**src/design/emrc_pkg.sv**
```systemverilog
// emrc_pkg: register map, field layout, reset values and event bits
// of the step configuration and event routing block.
// assumes a 32-bit apb bus; register indices are word indices.
package emrc_pkg;

   // ----------------------------------------------------------------
   // register indices (byte address is four times the index)
   // ----------------------------------------------------------------
   localparam logic [5:0] IDX_STEP_CONFIG = 6'h0a;
   localparam logic [5:0] IDX_DGRAM_MASK = 6'h0b;
   localparam logic [5:0] IDX_PROTECT_MASK = 6'h0c;
   localparam logic [5:0] IDX_INTERRUPT_OUT_MASK = 6'h0d;
   localparam logic [5:0] IDX_EVENT_FLAGS = 6'h0e;
   localparam logic [5:0] IDX_EVENT_CLEAR = 6'h10;

   // ----------------------------------------------------------------
   // step configuration fields
   // ----------------------------------------------------------------
   localparam int MSTEP_LSB = 0;
   localparam int MSTEP_W = 4;
   localparam int FSREV_LSB = 4;
   localparam int FSREV_W = 12;
   localparam int DRVMASK_LSB = 16;
   localparam int DRVMASK_W = 8;
   localparam int STEP_CONFIG_W = 24;
   localparam logic [3:0] MSTEP_FULL_SEL = 4'h8;
   localparam logic [8:0] MSTEP_MAX_COUNT = 9'h100;
   localparam logic [8:0] MSTEP_FULL_COUNT = 9'h001;

   // ----------------------------------------------------------------
   // reset values
   // ----------------------------------------------------------------
   localparam logic [31:0] STEP_CONFIG_RESET = 32'h00fb0c80;
   localparam logic [31:0] DGRAM_MASK_RESET = 32'h82029805;
   localparam logic [31:0] PROTECT_MASK_RESET = 32'h00000000;
   localparam logic [31:0] INTERRUPT_OUT_MASK_RESET = 32'h00000000;
   localparam logic [31:0] EVENT_FLAGS_RESET = 32'h80000000;

   // ----------------------------------------------------------------
   // event bits
   // ----------------------------------------------------------------
   localparam int EVENT_DRIVER_BIT = 30;
   localparam int EVENT_RESET_BIT = 31;
   localparam logic [31:0] EVENT_EXTERNAL_MASK = 32'h3fffffff;
   localparam int DGRAM_STATUS_W = 8;

endpackage : emrc_pkg

```
**src/design/emrc_event_bank.sv**
```systemverilog
// emrc_event_bank: 32 sticky event flags with set and clear vectors.
// assumes set and clear are computed in the pclk domain by the caller.
`timescale 1ns/1ps

module emrc_event_bank #(
   parameter logic [31:0] RESET_FLAGS = 32'h00000000
) (
   // clock and reset
   input wire logic pclk,
   input wire logic presetn,
   // flag control
   input wire logic [31:0] set_vec,
   input wire logic [31:0] clr_vec,
   // flag state
   output logic [31:0] flags,
   output logic [31:0] flags_next
);

   // ----------------------------------------------------------------
   // one flag per bit; a set in the clearing cycle wins
   // ----------------------------------------------------------------
   for (genvar i = 0; i < 32; i++) begin : g_flag
      always_comb begin
         flags_next[i] = set_vec[i] | (flags[i] & ~clr_vec[i]);
      end

      always_ff @(posedge pclk or negedge presetn) begin
         if (!presetn) begin
            flags[i] <= RESET_FLAGS[i];
         end else begin
            flags[i] <= flags_next[i];
         end
      end
   end

endmodule : emrc_event_bank

```
**src/design/emrc_motion_event_routing.sv**
```systemverilog
// emrc_motion_event_routing: step configuration and event routing
// registers behind an apb slave, with the event flag bank.
// assumes apb master in the pclk domain; event inputs are synchronous.
//
// Register access over APB was left to the implementer.
`timescale 1ns/1ps

// Overview of operation
// - microstep count decodes as 256 shifted right by the select value for 0 to 8, and as 1 above 8
// - twelve-bit fullsteps per revolution in bits 15:4, resets to 200
// - masked driver status flags set driver event flag bit 30
// - step configuration reads 0x00fb0c80 after reset
// - masked event flags drive the eight datagram status bits
// - protected event flags survive a read of the event flags
// - interrupt is the or of event flags enabled by interrupt mask
module emrc_motion_event_routing (
   // clock and reset
   input wire logic pclk,
   input wire logic presetn,
   // apb slave
   input wire logic psel,
   input wire logic penable,
   input wire logic pwrite,
   input wire logic [7:0] paddr,
   input wire logic [31:0] pwdata,
   input wire logic [3:0] pstrb,
   output logic [31:0] prdata,
   output logic pready,
   output logic pslverr,
   // event sources
   input wire logic [31:0] motion_events,
   input wire logic [7:0] driver_status_flags,
   // step configuration
   output logic [3:0] microsteps_per_fullstep_sel,
   output logic [8:0] microsteps_per_fullstep,
   output logic [11:0] fullsteps_per_revolution,
   // routed events
   output logic [7:0] datagram_status_bits,
   output logic interrupt_out
);

   // ----------------------------------------------------------------
   // declarations
   // ----------------------------------------------------------------
   logic [23:0] step_cfg_reg;
   logic [23:0] step_cfg_next;
   logic [31:0] dgram_mask_reg;
   logic [31:0] dgram_mask_next;
   logic [31:0] protect_mask_reg;
   logic [31:0] protect_mask_next;
   logic [31:0] interrupt_out_mask_reg;
   logic [31:0] interrupt_out_mask_next;
   logic [31:0] prdata_reg;
   logic [31:0] prdata_next;
   logic pready_reg;
   logic pready_next;
   logic pslverr_reg;
   logic pslverr_next;
   logic [3:0] mstep_sel_reg;
   logic [3:0] mstep_sel_next;
   logic [8:0] mstep_count_reg;
   logic [8:0] mstep_count_next;
   logic [11:0] fsrev_reg;
   logic [11:0] fsrev_next;
   logic [7:0] dgram_bits_reg;
   logic [7:0] dgram_bits_next;
   logic irq_reg;
   logic irq_next;
   logic [31:0] event_flags;
   logic [31:0] event_flags_next;
   logic [31:0] event_set;
   logic [31:0] event_clr;
   logic [5:0] idx;
   logic setup;
   logic access;
   logic mapped;
   logic drv_event;

   // ----------------------------------------------------------------
   // bus decode
   // ----------------------------------------------------------------
   assign idx = paddr[7:2];
   assign setup = psel & ~penable;
   assign access = psel & penable & pready_reg;

   always_comb begin
      case (idx)
         emrc_pkg::IDX_STEP_CONFIG,
         emrc_pkg::IDX_DGRAM_MASK,
         emrc_pkg::IDX_PROTECT_MASK,
         emrc_pkg::IDX_INTERRUPT_OUT_MASK,
         emrc_pkg::IDX_EVENT_FLAGS,
         emrc_pkg::IDX_EVENT_CLEAR: begin
            mapped = 1'b1;
         end
         default: begin
            mapped = 1'b0;
         end
      endcase
   end

   // byte-lane merge of a write into a stored word
   function automatic logic [31:0] merge_bytes(input logic [31:0] old_val,
                                               input logic [31:0] wdata,
                                               input logic [3:0] strb);
      logic [31:0] res;
      res = old_val;
      for (int b = 0; b < 4; b++) begin
         if (strb[b]) begin
            res[b*8 +: 8] = wdata[b*8 +: 8];
         end
      end
      return res;
   endfunction : merge_bytes

   // ----------------------------------------------------------------
   // configuration registers
   // ----------------------------------------------------------------
   always_comb begin
      logic [31:0] merged;
      merged = 32'h00000000;
      step_cfg_next = step_cfg_reg;
      dgram_mask_next = dgram_mask_reg;
      protect_mask_next = protect_mask_reg;
      interrupt_out_mask_next = interrupt_out_mask_reg;
      if (access && pwrite) begin
         case (idx)
            emrc_pkg::IDX_STEP_CONFIG: begin
               merged = merge_bytes({8'h00, step_cfg_reg}, pwdata, pstrb);
               // upper byte is dropped, so it always reads back zero
               step_cfg_next = merged[23:0];
            end
            emrc_pkg::IDX_DGRAM_MASK: begin
               dgram_mask_next = merge_bytes(dgram_mask_reg, pwdata, pstrb);
            end
            emrc_pkg::IDX_PROTECT_MASK: begin
               protect_mask_next = merge_bytes(protect_mask_reg, pwdata, pstrb);
            end
            emrc_pkg::IDX_INTERRUPT_OUT_MASK: begin
               interrupt_out_mask_next = merge_bytes(interrupt_out_mask_reg, pwdata, pstrb);
            end
            default: begin
               merged = 32'h00000000;
            end
         endcase
      end
   end

   always_ff @(posedge pclk or negedge presetn) begin
      if (!presetn) begin
         step_cfg_reg <= emrc_pkg::STEP_CONFIG_RESET[23:0];
         dgram_mask_reg <= emrc_pkg::DGRAM_MASK_RESET;
         protect_mask_reg <= emrc_pkg::PROTECT_MASK_RESET;
         interrupt_out_mask_reg <= emrc_pkg::INTERRUPT_OUT_MASK_RESET;
      end else begin
         step_cfg_reg <= step_cfg_next;
         dgram_mask_reg <= dgram_mask_next;
         protect_mask_reg <= protect_mask_next;
         interrupt_out_mask_reg <= interrupt_out_mask_next;
      end
   end

   // ----------------------------------------------------------------
   // apb answer: data latched in setup, ready in the first access cycle
   // ----------------------------------------------------------------
   always_comb begin
      prdata_next = 32'h00000000;
      pready_next = 1'b0;
      pslverr_next = 1'b0;
      if (setup) begin
         pready_next = 1'b1;
         pslverr_next = ~mapped;
         if (!pwrite) begin
            case (idx)
               emrc_pkg::IDX_STEP_CONFIG: begin
                  prdata_next = {8'h00, step_cfg_reg};
               end
               emrc_pkg::IDX_DGRAM_MASK: begin
                  prdata_next = dgram_mask_reg;
               end
               emrc_pkg::IDX_PROTECT_MASK: begin
                  prdata_next = protect_mask_reg;
               end
               emrc_pkg::IDX_INTERRUPT_OUT_MASK: begin
                  prdata_next = interrupt_out_mask_reg;
               end
               emrc_pkg::IDX_EVENT_FLAGS: begin
                  prdata_next = event_flags;
               end
               default: begin
                  prdata_next = 32'h00000000;
               end
            endcase
         end
      end
   end

   always_ff @(posedge pclk or negedge presetn) begin
      if (!presetn) begin
         prdata_reg <= 32'h00000000;
         pready_reg <= 1'b0;
         pslverr_reg <= 1'b0;
      end else begin
         prdata_reg <= prdata_next;
         pready_reg <= pready_next;
         pslverr_reg <= pslverr_next;
      end
   end

   // ----------------------------------------------------------------
   // event flags
   // ----------------------------------------------------------------
   assign drv_event = |(driver_status_flags & step_cfg_reg[emrc_pkg::DRVMASK_LSB +:
                                                          emrc_pkg::DRVMASK_W]);

   always_comb begin
      event_set = motion_events & emrc_pkg::EVENT_EXTERNAL_MASK;
      event_set[emrc_pkg::EVENT_DRIVER_BIT] = drv_event;
      event_clr = 32'h00000000;
      // only bits actually returned are cleared; later arrivals stay
      if (access && !pwrite && idx == emrc_pkg::IDX_EVENT_FLAGS) begin
         event_clr = prdata_reg & ~protect_mask_reg;
      end else if (access && pwrite && idx == emrc_pkg::IDX_EVENT_CLEAR) begin
         event_clr = merge_bytes(32'h00000000, pwdata, pstrb);
      end
   end

   emrc_event_bank #(
      .RESET_FLAGS(emrc_pkg::EVENT_FLAGS_RESET)
   ) u_event_bank (
      .pclk(pclk),
      .presetn(presetn),
      .set_vec(event_set),
      .clr_vec(event_clr),
      .flags(event_flags),
      .flags_next(event_flags_next)
   );

   // ----------------------------------------------------------------
   // registered outputs, computed from next state to stay aligned
   // ----------------------------------------------------------------
   always_comb begin
      logic [31:0] routed;
      routed = event_flags_next & dgram_mask_next;
      mstep_sel_next = step_cfg_next[emrc_pkg::MSTEP_LSB +: emrc_pkg::MSTEP_W];
      // codes above full step are undefined; treated as full step
      if (mstep_sel_next > emrc_pkg::MSTEP_FULL_SEL) begin
         mstep_count_next = emrc_pkg::MSTEP_FULL_COUNT;
      end else begin
         mstep_count_next = emrc_pkg::MSTEP_MAX_COUNT >> mstep_sel_next;
      end
      fsrev_next = step_cfg_next[emrc_pkg::FSREV_LSB +: emrc_pkg::FSREV_W];
      dgram_bits_next = routed[emrc_pkg::DGRAM_STATUS_W-1:0];
      irq_next = |(event_flags_next & interrupt_out_mask_next);
   end

   always_ff @(posedge pclk or negedge presetn) begin
      if (!presetn) begin
         mstep_sel_reg <= emrc_pkg::STEP_CONFIG_RESET[3:0];
         mstep_count_reg <= emrc_pkg::MSTEP_MAX_COUNT;
         fsrev_reg <= emrc_pkg::STEP_CONFIG_RESET[15:4];
         dgram_bits_reg <= emrc_pkg::DGRAM_MASK_RESET[7:0] & emrc_pkg::EVENT_FLAGS_RESET[7:0];
         irq_reg <= 1'b0;
      end else begin
         mstep_sel_reg <= mstep_sel_next;
         mstep_count_reg <= mstep_count_next;
         fsrev_reg <= fsrev_next;
         dgram_bits_reg <= dgram_bits_next;
         irq_reg <= irq_next;
      end
   end

   assign prdata = prdata_reg;
   assign pready = pready_reg;
   assign pslverr = pslverr_reg;
   assign microsteps_per_fullstep_sel = mstep_sel_reg;
   assign microsteps_per_fullstep = mstep_count_reg;
   assign fullsteps_per_revolution = fsrev_reg;
   assign datagram_status_bits = dgram_bits_reg;
   assign interrupt_out = irq_reg;
endmodule : emrc_motion_event_routing

```
**config.mk**
```make
export PLATFORM = sky130hd
export DESIGN_NAME = emrc_motion_event_routing
export DESIGN_NICKNAME = d
export VERILOG_FILES = /design/src/design/emrc_pkg.sv /design/src/design/emrc_event_bank.sv /design/src/design/emrc_motion_event_routing.sv
export SDC_FILE = /design/constraint.sdc
export NUM_CORES = 1
export LEC_CHECK = 0
export ABC_AREA = 1
export BUFFER_PORTS_ARGS = -buffer_cell sky130_fd_sc_hd__clkbuf_2
export CORE_ASPECT_RATIO = 1.4
export CORE_MARGIN = 2
export CORE_UTILIZATION = 55
export CTS_CLUSTER_SIZE = 8
export DETAILED_ROUTE_END_ITERATION = 6
export PLACE_DENSITY = 0.77
export SLEW_MARGIN = 10
export SYNTH_ARGS = -nofsm -noshare
export SYNTH_HDL_FRONTEND = slang
export SYNTH_SLANG_ARGS = --single-unit
```
**constraint.sdc**
```tcl
create_clock -name pclk -period 1.8 [get_ports pclk]
set_input_delay 0.27 -clock pclk [delete_from_list [all_inputs] [get_ports pclk]]
set_output_delay 0.27 -clock pclk [all_outputs]
set_load 0.02 [all_outputs]
```
==> results.cfg <==
[critical_path]
critPathTopFamily = simple AND/OR/NAND/NOR gates
cp-startpoint = pready$_DFF_PN0_
critPathKind = flop to flop
startpoint_type = flop
cp-end-kind = flop
path_max_fanout = 7
cp_slowest_stage_delay_ns = 0.41
path_cells = nand4_4 > nor2_4 > nand2_4 > nand2_1 > o21ai_1 > nand2_2 > nand2_4 > nor2_4 > nand2_1 > nor2_1 > nand2_1
reg2reg_to = interrupt_out$_DFF_PN0_
regToRegStartpoint = pready$_DFF_PN0_
r2r_slack_ns = -0.08
arrival_ns = 2.31
cp.depth = 11
endpoint = interrupt_out$_DFF_PN0_
cp_slowest_cell = dfrtp_2
cpMostUsedCell = nand2_1
reg2reg_depth = 11
critPathRequiredTime_ns = 2.23
worst-path-buf-inv = 0

[global_routing]
globalRouteTotalUtil = 0.318
grt_pass1_vias = 8977
antenna_found_initial = 1
grt_remaining_overflow = 0
grt_max_degree = 50
grt_pass1_wl_um = 44500

[routing]
wl_met3_um = 2240
drt_wl_total_um = 28400
via_per_inst = 5.55
drc = 4
wire_per_inst_um = 17.8
vias = 8850
routed.top_layer = met4
wl_met1_um = 10800
dr_wl_met2_um = 14300
antenna_left = 0
dr.pass1.iters = 7
drtIter0Drc = 809

[cts]
htree_levels = 1
clock_path_buffers = 3
clkSinkCount = 203
cts_made_buffers = 29
clk_latency_ns = 0.54
cts_root_buf = clkbuf_16
cts.reportedPaths.clkPinSlew_ns = 0.05
cts_tree = yes

[timing]
slew_violations = 0
tightest_slew_ns = 0.568
setup_viol = 1
skew_ns = 0.0173
period_needed_ns = 1.88
relSlewSlack = 0.620
whs_ns = 0.0129
hold_viol_final = 0
setup_ws_ns = -0.0838
min_period_over_period = 1.05
rsz0062_at_grt = true
max_freq_ghz = 0.531

[hold_path]
worstHoldPathType = input pin to flop
hp-start = pwdata[7]

[power]
irDropWorstVdd_mv = 0.925
p_total_w = 0.0102
p_leak_nw = 6.07
powerDensity_nw_per_um2 = 821

[die]
die_area_um2 = 17900
io_pins = 157
start_util = 0.558
fp.dieH_um = 158
rows = 56
fp.dieW_um = 114
coreArea_um2 = 16600

[logic_synthesis]
ys_warn_count = 0
ys_types = 30
synthArstFlopShare = 1.00
yosys_register_bits = 203
ys_seq_area_frac = 0.551
synth-edff-count = 0
avgSynthCellArea_um2 = 8.36
syn_nets = 1197
synth_ff_type = dfrtp_1
synth_cells = 1108
synth_area_um2 = 9270

[finish]
final_nets = 1460
multi_input_area_um2 = 3600
stdcell_count = 1594
fill_cells = 1218
drive_gt1_frac = 0.272
layout_commonest_cell = nand2_1
layout_common_cells = 326 x nand2_1, 182 x dfrtp_1, 151 x clkbuf_2
syn2layout_area_growth_pct = 33.5
seqCellArea_um2 = 5110
fin_util = 0.745

[run]
cap_violations = 0

[place]
dpl.hpwl_um = 18900
post-place-ws_ns = -0.232
numPortBuffers = 152
gp_congestion = 0.895
place_inst = 1502

[status]
status = finished with violations
violations = DRC, setup timing
-- power breakdown --
group          internal (W)  total [W]  switching [W]
logic              0.000233   0.000600       0.000367
clock network       0.00297    0.00491        0.00194
registers           0.00462    0.00465      0.0000300
total               0.00782     0.0102        0.00234
-- area by class of cell --
class,instances,share of cell area
Sequential cell,203,0.413
Multi-Input combinational cell,716,0.291
Timing Repair Buffer,287,0.169
Clock buffer,48,0.0644
Inverter,134,0.0407
Tap cell,203,0.0205
Clock inverter,2,0.00131
Antenna cell,1,0.000202
-- tightest hold or removal path: cells and delay by family --
kind / cells / cell delay (ns)
compound gates: 1 / 0.07
buf+inv: 2 / 0.20
-- how the worst min path moves through the flow --
stage | slack (ns) | depth (start not counted) | endpoint
final | 0.01 | 3 | fullsteps_per_revolution[3]$_DFFE_PN1P_
after global routing | 0.02 | 2 | protect_mask_reg[1]$_DFFE_PN0P_
after CTS | 0.006 | 3 | u_event_bank.flags[4]$_DFF_PN0_
after detailed placement | 0.26 | 1 | fullsteps_per_revolution[10]$_DFFE_PN0P_
after global placement | 0.26 | 1 | protect_mask_reg[13]$_DFFE_PN0P_
after floorplan | -0.03 | 0 | datagram_status_bits[0]$_DFF_PN0_
-- Yosys cell counts (7+ instances only) --
| cell type | number | area share |
|---|---|---|
| nand2_1 | 341 | 0.14 |
| dfrtp_1 | 183 | 0.49 |
| inv_1 | 131 | 0.053 |
| nand3_1 | 92 | 0.050 |
| o21ai_0 | 88 | 0.048 |
| nor2_1 | 58 | 0.023 |
| o21ai_1 | 32 | 0.017 |
| a22oi_1 | 23 | 0.019 |
| a41oi_1 | 21 | 0.020 |
| dfstp_2 | 20 | 0.057 |
| buf_4 | 19 | 0.015 |
| clkbuf_1 | 19 | 0.0077 |
| buf_2 | 14 | 0.0076 |
| and2_1 | 8 | 0.0054 |
| o22ai_1 | 7 | 0.0047 |
-- metrics by stage --
step | instance area, um^2 | setup TNS [ns]
2_1_floorplan | 9270 | 0
3_3_place_gp | 10900 | -0.196
3_5_place_dp | 10900 | -1.11
4_1_cts | 12100 | -0.0398
5_1_grt | 12400 | -0.670
6_report | 12400 | -0.0838
-- per-layer routing --
metal  up-vias  GRT usage
met2       475      0.553
met4         0      0.138
met5         -          0
met1      4166      0.391
met3        92     0.0536
li1       4117          -
-- timing repair --
action	CTS	global route
pin swaps	7	22
endpoints found under the setup margin	14	20
setup buffers	4	6
gates resized for setup	19	52
hold endpoints to repair	65	0
hold buffers	28	0
gates cloned	0	3
-- cell families (layout without fill, tap and decap cells) --
group                  Yosys count  count (layout)  synth area share
AND/OR/NAND/NOR                523             525             0.238
flip-flops                     203             203             0.551
buffers and inverters          191             471            0.0870
AO/OA/AOI/OAI                  187             187             0.120
multiplexers                     4               4           0.00486
other                            0               1                 0
Note: power is estimated with default switching activity, not from simulation.
